## src/pkg/disc_cfg_pkg.sv

```systemverilog
// Constants for the disc decoder configuration and concealment block.
// Assumes a single reference clock domain; all serial pins arrive asynchronous.
package disc_cfg_pkg;
	// Register addresses on the three-wire link
	localparam logic [3:0] addr_bandwidth = 4'h8;
	localparam logic [3:0] addr_equalization = 4'h9;
	localparam logic [3:0] addr_biphase = 4'ha;
	localparam logic [3:0] addr_speed = 4'hb;
	localparam logic [3:0] addr_vers_a = 4'hc;
	localparam logic [3:0] addr_vers_b = 4'hd;
	// Power-on values
	localparam logic [3:0] rst_bandwidth = 4'h9;
	localparam logic [3:0] rst_equalization = 4'h3;
	localparam logic [3:0] rst_biphase = 4'h2;
	localparam logic [3:0] rst_speed = 4'h0;
	localparam logic [3:0] rst_vers_a = 4'h2;
	localparam logic [3:0] rst_vers_b = 4'hf;
	// Field positions
	localparam int bit_flags_in_biphase = 3;
	localparam int bit_accuracy_level = 2;
	localparam int bit_double_speed = 3;
	localparam int bit_half_xtal = 2;
	localparam int bit_offtrack_en = 0;
	localparam int bit_single_kill = 1;
	localparam int bit_three_level = 2;
	// Field codes
	localparam logic [1:0] biphase_before = 2'h0;
	localparam logic [1:0] biphase_after = 2'h2;
	localparam logic [1:0] biphase_low = 2'h3;
	localparam logic [1:0] state_code_stop = 2'h0;
	localparam logic [1:0] state_code_pause = 2'h2;
	localparam logic [1:0] state_code_run = 2'h3;
	localparam logic [1:0] pin_code_func = 2'h1;
	localparam logic [1:0] pin_code_low = 2'h2;
	localparam logic [1:0] pin_code_high = 2'h3;
	localparam logic [3:0] vers_b_motor = 4'h0;
	// Serial frame: four address bits then four data bits
	localparam logic [3:0] frame_bits = 4'h8;
	// Error corrector figures
	localparam int first_stage_symbols = 32;
	localparam int second_stage_symbols = 28;
	localparam int parity_symbols = 4;
	localparam logic [2:0] max_correctable = 3'h2;
	// Oversampling level scale 120/128
	localparam logic signed [8:0] scale_num = 9'sh078;
	localparam int scale_shift = 7;
	// Sample width
	localparam int sample_w = 16;
	// Standby states, one-hot
	typedef enum logic [2:0] {
		st_stop = 3'h1,
		st_pause = 3'h2,
		st_run = 3'h4
	} standby_type;
endpackage

```

## src/disc_cfg.sv

```systemverilog
// Behaviour
// - Bandwidth register picks PLL bandwidth code, default 1001
// - Equalization register sets PLL equalization, default nominal
// - Biphase register: source, low, accuracy, flags
// - Standby floats audio, misc, clock, biphase outputs
// - Stop standby parks motor outputs; pause runs
// - Code 0000 makes pins four, five motor lines
// - Low bits set versatile output four
// - High bits set versatile output five
// - Corrector corrects two symbols, flags worse frames
// - First-stage flags help form second-stage flags
// - Second-stage flags feed biphase validity, misc and flag pins
// - Flag pin shows all correction, concealment flags
// - Pre-emphasis selects de-emphasis, else phase compensation
// - Oversampling scales output half a decibel down
// - Lone bad sample replaced by neighbour average
// - Bad runs hold, then interpolate before good
// - Left and right concealed independently
// Holds the configuration registers, serial write port, pin routing and concealment.
// Assumes the controller pins are asynchronous and the sample stream is on ref_clk.
`timescale 1ns/100ps

// Three-flop pin filter; value moves only when stages two and three agree
module pin_filter #(
	parameter int width = 1
) (
	// Clock and reset
	input wire logic ref_clk,
	input wire logic rstn,
	// Raw pins and filtered levels
	input wire logic [width-1:0] pin_in,
	output logic [width-1:0] level_q
);
	logic [width-1:0] s1_q; // First stage, read only by s2_q
	logic [width-1:0] s2_q;
	logic [width-1:0] s3_q;
	// Synchroniser chain
	always_ff @(posedge ref_clk or negedge rstn) begin
		if (!rstn) begin
			s1_q <= '0;
			s2_q <= '0;
			s3_q <= '0;
		end else begin
			s1_q <= pin_in;
			s2_q <= s1_q;
			s3_q <= s2_q;
		end
	end
	// Agreement filter per bit
	always_ff @(posedge ref_clk or negedge rstn) begin
		if (!rstn) begin
			level_q <= '0;
		end else begin
			for (int i = 0; i < width; i++) begin
				if (s2_q[i] == s3_q[i]) begin
					level_q[i] <= s3_q[i];
				end
			end
		end
	end
endmodule // pin_filter

// One channel of concealment; one sample of look-ahead latency
module conceal_channel (
	// Clock and reset
	input wire logic ref_clk,
	input wire logic rstn,
	// Incoming flagged samples
	input wire logic in_valid,
	input wire logic signed [15:0] in_sample,
	input wire logic in_flag,
	// Concealed samples
	output logic signed [15:0] out_sample_q,
	output logic out_flag_q
);
	logic signed [15:0] cur_q; // Sample waiting for its successor
	logic cur_flag_q;
	logic signed [16:0] mid_sum;
	assign mid_sum = 17'(out_sample_q) + 17'(in_sample);
	// Decide the waiting sample once the next one is known
	always_ff @(posedge ref_clk or negedge rstn) begin
		if (!rstn) begin
			cur_q <= '0;
			cur_flag_q <= 1'b0;
			out_sample_q <= '0;
			out_flag_q <= 1'b0;
		end else if (in_valid) begin
			cur_q <= in_sample;
			cur_flag_q <= in_flag;
			out_flag_q <= cur_flag_q;
			if (!cur_flag_q) begin
				out_sample_q <= cur_q;
			end else if (!in_flag) begin
				// Midway between held value and next good one
				out_sample_q <= mid_sum[16:1];
			end else begin
				// Run continues: keep the last good level
				out_sample_q <= out_sample_q;
			end
		end
	end
endmodule // conceal_channel

module disc_cfg (
	// Clock and reset
	input wire logic ref_clk,
	input wire logic rstn,
	// Controller serial link
	input wire logic ctrl_serial_clock,
	input wire logic ctrl_register_strobe,
	input wire logic ctrl_serial_line_in,
	output logic ctrl_serial_line_out,
	output logic ctrl_serial_line_oe,
	// PLL and speed settings
	output logic [3:0] pll_bandwidth_code,
	output logic [3:0] pll_equalization_code,
	output logic double_speed,
	output logic xtal_half_rate,
	output logic stop_standby,
	output logic pause_standby,
	// Output enables of pins that float in standby
	output logic audio_out_oe,
	output logic misc_flag_oe,
	output logic divided_clock_oe,
	output logic biphase_oe,
	// Motor drive
	input wire logic motor_a_in,
	input wire logic motor_b_in,
	input wire logic motor_pwm_mode,
	output logic motor_drive_a_out,
	output logic motor_drive_a_oe,
	output logic motor_drive_b_out,
	output logic motor_drive_b_oe,
	// Error corrector flag stages
	input wire logic first_stage_valid,
	input wire logic [2:0] first_stage_errors,
	input wire logic second_stage_valid,
	input wire logic [2:0] second_stage_errors,
	input wire logic first_stage_flag_deint,
	output logic first_stage_code_flag,
	output logic second_stage_code_flag,
	output logic correction_flag_pin,
	output logic misc_flag_pin,
	input wire logic data_only_mode,
	// Audio stream
	input wire logic sample_valid,
	input wire logic signed [15:0] left_in,
	input wire logic signed [15:0] right_in,
	input wire logic left_flag_in,
	input wire logic right_flag_in,
	input wire logic oversample_on,
	input wire logic q_preemphasis,
	output logic signed [15:0] left_out,
	output logic signed [15:0] right_out,
	output logic deemph_section_on,
	output logic phase_comp_on,
	// Biphase output
	input wire logic biphase_encoded_in,
	output logic biphase_out_pin,
	output logic signed [15:0] biphase_left,
	output logic signed [15:0] biphase_right,
	output logic biphase_validity,
	output logic biphase_err_flags,
	output logic biphase_level3,
	// Versatile pins
	input wire logic versatile_in_one,
	input wire logic versatile_in_two,
	input wire logic silence_left,
	input wire logic silence_right,
	input wire logic subcode_serial,
	output logic offtrack,
	output logic v1_status,
	output logic v2_status,
	output logic kill_out,
	output logic versatile_out_three,
	output logic versatile_out_four,
	output logic versatile_out_five
);
	logic [4:0] pins_q; // Filtered clock, strobe, line, v1, v2
	logic sclk_prev_q;
	logic strobe_prev_q;
	logic [7:0] shift_q; // Address then data, first bit in MSB
	logic [3:0] count_q;
	logic wr_stb; // Frame complete at strobe fall
	logic [3:0] reg_bw_q, reg_eq_q, reg_bp_q, reg_sp_q, reg_va_q, reg_vb_q;
	disc_cfg_pkg::standby_type state_q;
	logic standby;
	logic signed [15:0] cl_sample, cr_sample;
	logic cl_flag, cr_flag;
	logic signed [24:0] left_scaled, right_scaled;

	// Controller pins filtered before use
	pin_filter #(.width(5)) u_pins (
		.ref_clk(ref_clk),
		.rstn(rstn),
		.pin_in({ctrl_serial_clock, ctrl_register_strobe, ctrl_serial_line_in, versatile_in_one, versatile_in_two}),
		.level_q(pins_q)
	);

	// Edge history of filtered clock and strobe
	always_ff @(posedge ref_clk or negedge rstn) begin
		if (!rstn) begin
			sclk_prev_q <= 1'b0;
			strobe_prev_q <= 1'b0;
		end else begin
			sclk_prev_q <= pins_q[4];
			strobe_prev_q <= pins_q[3];
		end
	end

	// Shift while strobe is high; low strobe leaves the lines to others
	always_ff @(posedge ref_clk or negedge rstn) begin
		if (!rstn) begin
			shift_q <= '0;
			count_q <= '0;
		end else if (!pins_q[3]) begin
			count_q <= '0;
		end else if (pins_q[4] && !sclk_prev_q && count_q != disc_cfg_pkg::frame_bits) begin
			shift_q <= {shift_q[6:0], pins_q[2]};
			count_q <= count_q + 4'h1;
		end
	end
	// Only a full eight-bit frame writes; short frames are dropped
	assign wr_stb = strobe_prev_q && !pins_q[3] && count_q == disc_cfg_pkg::frame_bits;

	// Registers are write only, so the data line is never driven
	always_ff @(posedge ref_clk or negedge rstn) begin
		if (!rstn) begin
			ctrl_serial_line_out <= 1'b0;
			ctrl_serial_line_oe <= 1'b0;
		end else begin
			ctrl_serial_line_out <= 1'b0;
			ctrl_serial_line_oe <= 1'b0;
		end
	end

	// Register file; unlisted codes are stored as written
	always_ff @(posedge ref_clk or negedge rstn) begin
		if (!rstn) begin
			reg_bw_q <= disc_cfg_pkg::rst_bandwidth;
			reg_eq_q <= disc_cfg_pkg::rst_equalization;
			reg_bp_q <= disc_cfg_pkg::rst_biphase;
			reg_sp_q <= disc_cfg_pkg::rst_speed;
			reg_va_q <= disc_cfg_pkg::rst_vers_a;
			reg_vb_q <= disc_cfg_pkg::rst_vers_b;
		end else if (wr_stb) begin
			case (shift_q[7:4])
				disc_cfg_pkg::addr_bandwidth: reg_bw_q <= shift_q[3:0];
				disc_cfg_pkg::addr_equalization: reg_eq_q <= shift_q[3:0];
				disc_cfg_pkg::addr_biphase: reg_bp_q <= shift_q[3:0];
				disc_cfg_pkg::addr_speed: reg_sp_q <= shift_q[3:0];
				disc_cfg_pkg::addr_vers_a: reg_va_q <= shift_q[3:0];
				disc_cfg_pkg::addr_vers_b: reg_vb_q <= shift_q[3:0];
				default: ; // Addresses other than 8 to d belong elsewhere
			endcase
		end
	end

	// Standby state follows the speed register low bits
	always_ff @(posedge ref_clk or negedge rstn) begin
		if (!rstn) begin
			state_q <= disc_cfg_pkg::st_stop;
		end else begin
			case (reg_sp_q[1:0])
				disc_cfg_pkg::state_code_run: state_q <= disc_cfg_pkg::st_run;
				disc_cfg_pkg::state_code_pause: state_q <= disc_cfg_pkg::st_pause;
				default: state_q <= disc_cfg_pkg::st_stop; // Code 01 treated as stop
			endcase
		end
	end
	assign standby = state_q != disc_cfg_pkg::st_run;

	// Settings and pin enables
	always_ff @(posedge ref_clk or negedge rstn) begin
		if (!rstn) begin
			pll_bandwidth_code <= disc_cfg_pkg::rst_bandwidth;
			pll_equalization_code <= disc_cfg_pkg::rst_equalization;
			double_speed <= 1'b0;
			xtal_half_rate <= 1'b0;
			stop_standby <= 1'b1;
			pause_standby <= 1'b0;
			audio_out_oe <= 1'b0;
			misc_flag_oe <= 1'b0;
			divided_clock_oe <= 1'b0;
			biphase_oe <= 1'b0;
		end else begin
			pll_bandwidth_code <= reg_bw_q;
			pll_equalization_code <= reg_eq_q;
			double_speed <= reg_sp_q[disc_cfg_pkg::bit_double_speed];
			xtal_half_rate <= reg_sp_q[disc_cfg_pkg::bit_half_xtal];
			stop_standby <= state_q == disc_cfg_pkg::st_stop;
			pause_standby <= state_q == disc_cfg_pkg::st_pause;
			audio_out_oe <= !standby;
			misc_flag_oe <= !standby;
			divided_clock_oe <= !standby;
			biphase_oe <= !standby;
		end
	end

	// Motor drive; stop parks low for PWM, floats for PDM
	always_ff @(posedge ref_clk or negedge rstn) begin
		if (!rstn) begin
			motor_drive_a_out <= 1'b0;
			motor_drive_b_out <= 1'b0;
			motor_drive_a_oe <= 1'b0;
			motor_drive_b_oe <= 1'b0;
		end else if (state_q == disc_cfg_pkg::st_stop) begin
			motor_drive_a_out <= 1'b0;
			motor_drive_b_out <= 1'b0;
			motor_drive_a_oe <= motor_pwm_mode;
			motor_drive_b_oe <= motor_pwm_mode;
		end else begin
			motor_drive_a_out <= motor_a_in;
			motor_drive_b_out <= motor_b_in;
			motor_drive_a_oe <= 1'b1;
			motor_drive_b_oe <= 1'b1;
		end
	end

	// Flag controller: more than two bad symbols is uncorrectable
	always_ff @(posedge ref_clk or negedge rstn) begin
		if (!rstn) begin
			first_stage_code_flag <= 1'b0;
			second_stage_code_flag <= 1'b0;
		end else begin
			if (first_stage_valid) begin
				first_stage_code_flag <= first_stage_errors > disc_cfg_pkg::max_correctable;
			end
			if (second_stage_valid) begin
				// A corrected frame built on flagged input stays suspect
				second_stage_code_flag <= second_stage_errors > disc_cfg_pkg::max_correctable ||
					(second_stage_errors != 3'h0 && first_stage_flag_deint);
			end
		end
	end

	// Separate interpolators per channel
	conceal_channel u_conceal_left (
		.ref_clk(ref_clk),
		.rstn(rstn),
		.in_valid(sample_valid),
		.in_sample(left_in),
		.in_flag(left_flag_in),
		.out_sample_q(cl_sample),
		.out_flag_q(cl_flag)
	);
	conceal_channel u_conceal_right (
		.ref_clk(ref_clk),
		.rstn(rstn),
		.in_valid(sample_valid),
		.in_sample(right_in),
		.in_flag(right_flag_in),
		.out_sample_q(cr_sample),
		.out_flag_q(cr_flag)
	);

	// Level scaling avoids overflow on full-scale sines when oversampling
	assign left_scaled = (25'(cl_sample) * 25'(disc_cfg_pkg::scale_num)) >>> disc_cfg_pkg::scale_shift;
	assign right_scaled = (25'(cr_sample) * 25'(disc_cfg_pkg::scale_num)) >>> disc_cfg_pkg::scale_shift;
	always_ff @(posedge ref_clk or negedge rstn) begin
		if (!rstn) begin
			left_out <= '0;
			right_out <= '0;
			deemph_section_on <= 1'b0;
			phase_comp_on <= 1'b1;
		end else begin
			left_out <= oversample_on ? left_scaled[15:0] : cl_sample;
			right_out <= oversample_on ? right_scaled[15:0] : cr_sample;
			deemph_section_on <= q_preemphasis;
			phase_comp_on <= !q_preemphasis;
		end
	end

	// Biphase source, flags and pin
	always_ff @(posedge ref_clk or negedge rstn) begin
		if (!rstn) begin
			biphase_left <= '0;
			biphase_right <= '0;
			biphase_validity <= 1'b0;
			biphase_err_flags <= 1'b0;
			biphase_level3 <= 1'b0;
			biphase_out_pin <= 1'b0;
		end else begin
			if (reg_bp_q[1:0] == disc_cfg_pkg::biphase_before) begin
				biphase_left <= left_in;
				biphase_right <= right_in;
			end else begin
				biphase_left <= left_out;
				biphase_right <= right_out;
			end
			biphase_validity <= second_stage_code_flag;
			biphase_err_flags <= reg_bp_q[disc_cfg_pkg::bit_flags_in_biphase] && correction_flag_pin;
			biphase_level3 <= reg_bp_q[disc_cfg_pkg::bit_accuracy_level];
			biphase_out_pin <= (reg_bp_q[1:0] == disc_cfg_pkg::biphase_low) ? 1'b0 : biphase_encoded_in;
		end
	end

	// Summary flag pins
	always_ff @(posedge ref_clk or negedge rstn) begin
		if (!rstn) begin
			correction_flag_pin <= 1'b0;
			misc_flag_pin <= 1'b0;
		end else begin
			correction_flag_pin <= first_stage_code_flag || second_stage_code_flag || cl_flag || cr_flag;
			misc_flag_pin <= data_only_mode && second_stage_code_flag;
		end
	end

	// Versatile pin routing
	always_ff @(posedge ref_clk or negedge rstn) begin
		if (!rstn) begin
			offtrack <= 1'b0;
			v1_status <= 1'b0;
			v2_status <= 1'b0;
			kill_out <= 1'b0;
			versatile_out_three <= 1'b0;
			versatile_out_four <= 1'b1;
			versatile_out_five <= 1'b1;
		end else begin
			offtrack <= reg_va_q[disc_cfg_pkg::bit_offtrack_en] && pins_q[1];
			v1_status <= pins_q[1];
			v2_status <= pins_q[0];
			if (reg_va_q[disc_cfg_pkg::bit_single_kill]) begin
				kill_out <= silence_left && silence_right;
				versatile_out_three <= reg_va_q[disc_cfg_pkg::bit_three_level];
			end else begin
				kill_out <= silence_left;
				versatile_out_three <= silence_right;
			end
			if (reg_vb_q == disc_cfg_pkg::vers_b_motor) begin
				versatile_out_four <= motor_drive_a_out;
				versatile_out_five <= motor_drive_b_out;
			end else begin
				case (reg_vb_q[1:0])
					disc_cfg_pkg::pin_code_func: versatile_out_four <= subcode_serial;
					disc_cfg_pkg::pin_code_low: versatile_out_four <= 1'b0;
					default: versatile_out_four <= 1'b1;
				endcase
				case (reg_vb_q[3:2])
					disc_cfg_pkg::pin_code_func: versatile_out_five <= deemph_section_on;
					disc_cfg_pkg::pin_code_low: versatile_out_five <= 1'b0;
					default: versatile_out_five <= 1'b1;
				endcase
			end
		end
	end
endmodule // disc_cfg

```

## config.mk

```make
export PLATFORM = sky130hd
export DESIGN_NAME = disc_cfg
export DESIGN_NICKNAME = d
export VERILOG_FILES = /design/src/pkg/disc_cfg_pkg.sv /design/src/disc_cfg.sv
export SDC_FILE = /design/constraint.sdc
export NUM_CORES = 1
export LEC_CHECK = 0
export BUFFER_PORTS_ARGS = -buffer_cell sky130_fd_sc_hd__clkbuf_2
export CAP_MARGIN = 40
export CORE_ASPECT_RATIO = 1.25
export CORE_UTILIZATION = 59
export DETAILED_ROUTE_END_ITERATION = 12
export PLACE_DENSITY = 0.81
export SLEW_MARGIN = 15
export SYNTH_ARGS = -nofsm -noshare
export SYNTH_HDL_FRONTEND = slang
export SYNTH_SLANG_ARGS = --single-unit
```

## constraint.sdc

```tcl
create_clock -name ref_clk -period 4.3 [get_ports ref_clk]
set_input_delay 0.43 -clock ref_clk [delete_from_list [all_inputs] [get_ports ref_clk]]
set_output_delay 0.43 -clock ref_clk [all_outputs]
set_load 0.01 [all_outputs]
```

=== Word level (Yosys, flattened, before mapping) ===
Index checks and enable logic that the tools add are counted.
Widths: inputs -> output; s select.

* Register bits after elaboration: 225

* Reduce and logical (&&, ||, !) cells: 29
* $mul: 2
* Muxes and demuxes: 21
* $add $sub $neg: 3
* $lt $le $gt $ge: 2
* Equality and inequality tests: 26

{| class="wikitable"
|+ Operators with widths
! operator !! number
|-
| $mux 16 || 8
|-
| $mul 16x5->20 const B || 2
|-
| $add 16x16->17 || 2
|-
| $eq 4x4->1 const B || 7
|-
| $reduce_and 2->1 || 9
|-
| $eq 2x2->1 const B || 5
|-
| $logic_and 1x1->1 || 9
|-
| $mux 1 || 8
|-
| $mux 4 || 2
|-
| $gt 3x2->1 const B || 2
|-
| $ne 2x2->1 const B || 3
|-
| $pmux 3 s2 || 1
|-
| $eq 1x1->1 || 5
|-
| $add 4x1->4 const B || 1
|-
| $eq 2x1->1 const B || 2
|-
| $logic_not 1->1 || 4
|-
| $logic_not 4->1 || 1
|-
| $logic_or 1x1->1 || 4
|-
| $ne 4x4->1 const B || 1
|-
| $pmux 1 s2 || 2
|-
| $eq 3x1->1 const B || 1
|-
| $eq 3x2->1 const B || 1
|-
| $ne 3x3->1 const B || 1
|-
| $reduce_bool 3->1 || 1
|-
| $logic_not 2->1 || 1
|}

=== Logic depth before layout (Yosys ltp) ===
* Depth in word-level cells: 5
* Mapped depth: 14
* Depth with buffers taken out: 14

=== Cells and area by module ===
Synthesis repeated with hierarchy kept, for this count alone.

* Cell total of the unflattened synthesis: 1239
* Area, all modules: 13596.8 µm²

{| class="wikitable"
|+ Modules (own cells, without submodules)
! module !! sequential area each (µm²) !! cells each !! times used !! area each (µm²)
|-
| disc_cfg || 3452.1 || 790 || 1 || 8828.5
|-
| conceal_channel || 850.8 || 212 || 2 || 2105.8
|-
| pin_filter || 500.5 || 25 || 1 || 556.8
|}

=== Worst setup path before layout ===
Ideal clock, no wire load.

* Path kind: reg2reg
* From: reg u_conceal_right.out_sample_q[4]
* To: reg right_out[7]
* Period minus slack after synthesis: 3.661 ns
* Arrival: 3.536 ns
* Path buffers: 0
* Stages on the path, launching flop included: 14
* Setup time: 0.125 ns
* Setup slack: 0.639 ns
* Cell sequence: dfrtp_1 > ha_1 > fa_1 > inv_1 > fa_1 > inv_1 > ha_1 > a21o_1 > a21o_1 > o211a_1 > or2_4 > a21o_1 > xor2_1 > mux2_2

* Longest elaborated chain between the ends: 2

{| class="wikitable"
|+ RTL lines
! what !! RTL line !! source
|-
| from (decl) || disc_cfg.sv:73 || <nowiki>output logic signed [15:0] out_sample_q,</nowiki>
|-
| from (signal assigned) || disc_cfg.sv:92 || <nowiki>out_sample_q <= cur_q;</nowiki>
|-
| from (signal assigned) || disc_cfg.sv:95 || <nowiki>out_sample_q <= mid_sum[16:1];</nowiki>
|-
| from (signal assigned) || disc_cfg.sv:98 || <nowiki>out_sample_q <= out_sample_q;</nowiki>
|-
| $mul 16x5->20 || disc_cfg.sv:359 || <nowiki>assign right_scaled = (25'(cr_sample) * 25'(disc_cfg_pkg::scale_num)) >>> disc_cfg_pkg::scale_shift;</nowiki>
|-
| $mux 16 || disc_cfg.sv:368 || <nowiki>right_out <= oversample_on ? right_scaled[15:0] : cr_sample;</nowiki>
|-
| to (signal assigned) || disc_cfg.sv:368 ||
|-
| to (decl) || disc_cfg.sv:154 || <nowiki>output logic signed [15:0] right_out,</nowiki>
|}

Every way passes these cells.
A chain may end at the register's enable or synchronous reset.

=== Final worst setup path ===
* From: reg u_conceal_right.out_sample_q[8]
* To: reg right_out[15]

The elaborated chain is that of the path after synthesis.

==> reports/qor.txt <==
status = completed
Synthesis Warnings = 0
GR Util All Layers = 25.69%
CP required = 4.75 ns
layout cells sized above 1 = 25.53%
endpoints failing hold = 0
Cells after Synth = 1192
detailed-route wire length per cell = 17.24 um
largest net degree at the start of global routing = 127
initial drt markers = 506
Synth Area in Simple Gates = 8.510%
Fill cells = 1571
CP Data Arrival Time = 4.34 ns
Final Cycle Share = 90.40%
Worst Max-Slew Pin Slew = 0.9263 ns
WS Path Type = reg2reg
Placer Congestion = 0.9133
CTS resizes = 0
Synth Cell Area = 13250 um^2
PortBufs = 161
post-synthesis compound-gate area fraction = 10.85%
unrepaired setup endpoints after global routing = no
Max Clock Freq = 257.3 MHz
Setup TNS = 0 ns
multiplexer share of the synthesized area = 10.68%
vias in the first global route = 9610
post-synthesis adder-cell area fraction = 18.02%
setup violators final = 0
met2 GRT Util = 44.80%
Critical Path Start Type = flip-flop
count of cell types in the netlist = 70
htree depth = 1
antenna-violating nets left = 0
first-pass GRT wire length = 46860 um
R2R Setup Slk = 0.41 ns
Worst R2R Start = u_conceal_right.out_sample_q[8]$_DFFE_PN0P_
Die ar. = 23060 um^2
Max clock buf depth = 3
DIE WIDTH = 136.0 um
Synth async-reset ratio = 100.0%
Total Nets Final = 1574
clock root buffer = clkbuf_16
main combinational cell family by area after synthesis = adder cells
Overflow after GRT = 0
final wirelength = 28530 um
RR Endpoint = right_out[15]$_DFF_PN0_
Layout area overhead = 14.94%
minimum clock period = 3.887 ns
Synth Flop Type = dfrtp_1
critical-path maximum fanout = 6
Die Height = 169.5 um
initial antenna violation count = 1
Post-DP Area = 14360 um^2
most common cell after layout, fill and taps aside = dfrtp_1
flops & latches, synth = 225
Max-Slew Margin vs Limit = 38.25%
GR met3 Demand/Resource = 3.106%
Multi-input gate area = 6917 um^2
clock sink count = 225
Avg Cell Area, Syn = 11.11 um^2
busiest grt layer = met2
Synth Area in XOR/XNOR = 4.033%
Site Rows = 60
GR Layer Usage met1 = 32.31%
via count = 9395
sequential share of the synthesized area = 42.68%
MaxCap Viol Count = 0
Core Box Area = 21770 um^2
Worst Setup End Kind = flip-flop
Vias/cell = 5.677
Pre-antenna DRT Iters = 5
Initial Util = 60.84%
most frequent cells in the layout = dfrtp_1 (206), clkbuf_2 (160), inv_1 (143)
Remaining DRCs = 0
num ports = 164
Num CTS Buffers = 24
Worst Skew = 0.01748 ns
number of synthesized flops with an enable pin = 0
Final Max Tran Viols = 0
R2R depth = 13
latest clock arrival within the worst-skew pair = 0.53 ns
register area = 5654 um^2
CTS tree = built
final instance area = 15230 um^2
DP Wirelength = 20720 um
Hold Crit Class = in2async
Worst-path clk slew = 0.07 ns
[worst max path at each step]
| stage | startpoint | to | cells after the start |
|---|---|---|---|
| floorplan | u_conceal_right.out_sample_q[4]$_DFFE_PN0P_ | right_out[7]$_DFF_PN0_ | 13 |
| global placement | u_conceal_right.out_sample_q[3]$_DFFE_PN0P_ | right_out[7]$_DFF_PN0_ | 13 |
| detailed placement | u_conceal_left.out_sample_q[3]$_DFFE_PN0P_ | left_out[15]$_DFF_PN0_ | 13 |
| CTS | u_conceal_right.out_sample_q[8]$_DFFE_PN0P_ | right_out[15]$_DFF_PN0_ | 13 |
| global route | u_conceal_left.out_sample_q[3]$_DFFE_PN0P_ | left_out[15]$_DFF_PN0_ | 13 |
| finish | u_conceal_right.out_sample_q[8]$_DFFE_PN0P_ | right_out[15]$_DFF_PN0_ | 13 |
[cell usage after synthesis (14+ instances only)]
library cell | number | area (um^2)
o21ai_0 | 58 | 290.3
xor2_1 | 21 | 183.9
nand2_1 | 68 | 255.2
clkbuf_1 | 23 | 86.33
dfrtp_1 | 206 | 5155
nand3_1 | 17 | 85.08
nor2_1 | 33 | 123.9
nand3b_1 | 14 | 105.1
a21oi_1 | 52 | 260.3
mux2i_1 | 21 | 210.2
a21o_1 | 26 | 195.2
mux2_2 | 107 | 1205
xnor2_1 | 40 | 350.3
dfstp_2 | 19 | 499.2
inv_1 | 143 | 536.8
fa_1 | 50 | 1001
ha_1 | 106 | 1326
[flip-flops by register name, indices dropped and copies added (netlist names), 5 cells and up]
name	cells
shift_q	8
u_conceal_left.cur_q	16
u_conceal_right.out_sample_q	16
left_out	16
u_conceal_right.cur_q	16
u_pins.s1_q	5
u_pins.s3_q	5
u_conceal_left.out_sample_q	16
biphase_left	16
biphase_right	16
right_out	16
u_pins.level_q	5
u_pins.s2_q	5
[stage by stage]
stage / util [%] / hold WS [ns] / setup slack [ns] / instances
floorplan: - / 0.1344 / 0.6389 / 1193
global placement: 65.85 / 0.3352 / 0.5186 / 1608
detailed placement: 65.94 / 0.3355 / 0.4481 / 1609
CTS: 69.93 / 0.006787 / 0.4233 / 1654
global route: 69.93 / 0.01080 / 0.1522 / 1654
finish: 69.94 / 0.003354 / 0.4130 / 1655
[layer usage]
metal / up-vias / routed length, um
met2: 256 / 14380
met1: 4612 / 11900
met5: - / 10
li1: 4453 / -
met3: 72 / 1232
met4: 2 / 1011
[critical path, stage by stage, from the launching register on]
cell and delay [ns]:
dfrtp_1 0.46, ha_1 0.36, fa_1 0.51, inv_1 0.05
fa_1 0.52, inv_1 0.06, ha_1 0.36, a21o_1 0.20
a21oi_1 0.13, o21ai_0 0.14, a221oi_1 0.27, nand2_1 0.18
or4_1 0.49, nand3_1 0.10
[final cells by class]
class | instances | area share, %
antenna | 1 | 0.01644
multi-input combinational | 791 | 45.43
clock inverter | 17 | 1.479
clock buffer | 27 | 4.150
timing repair buffer | 171 | 5.950
sequential | 225 | 37.14
inverter | 144 | 3.550
tap | 279 | 2.293
[what timing repair did]
action / 4_1_cts / 5_1_grt
hold buffers: 1 / 0
endpoints found under the setup margin: 0 / 0
setup buffers: 0 / 0
hold endpoints to repair: 1 / 0
[kinds of logic after synthesis]
logic type,Yosys count
flops,225
compound gates,221
simple gates,217
buf+inv,177
fa+ha+maj,162
mux,128
xor+xnor,61
other cells,1
Power is not shown: default switching activity piles up to over one toggle a cycle in this logic, so the estimate is an artifact.
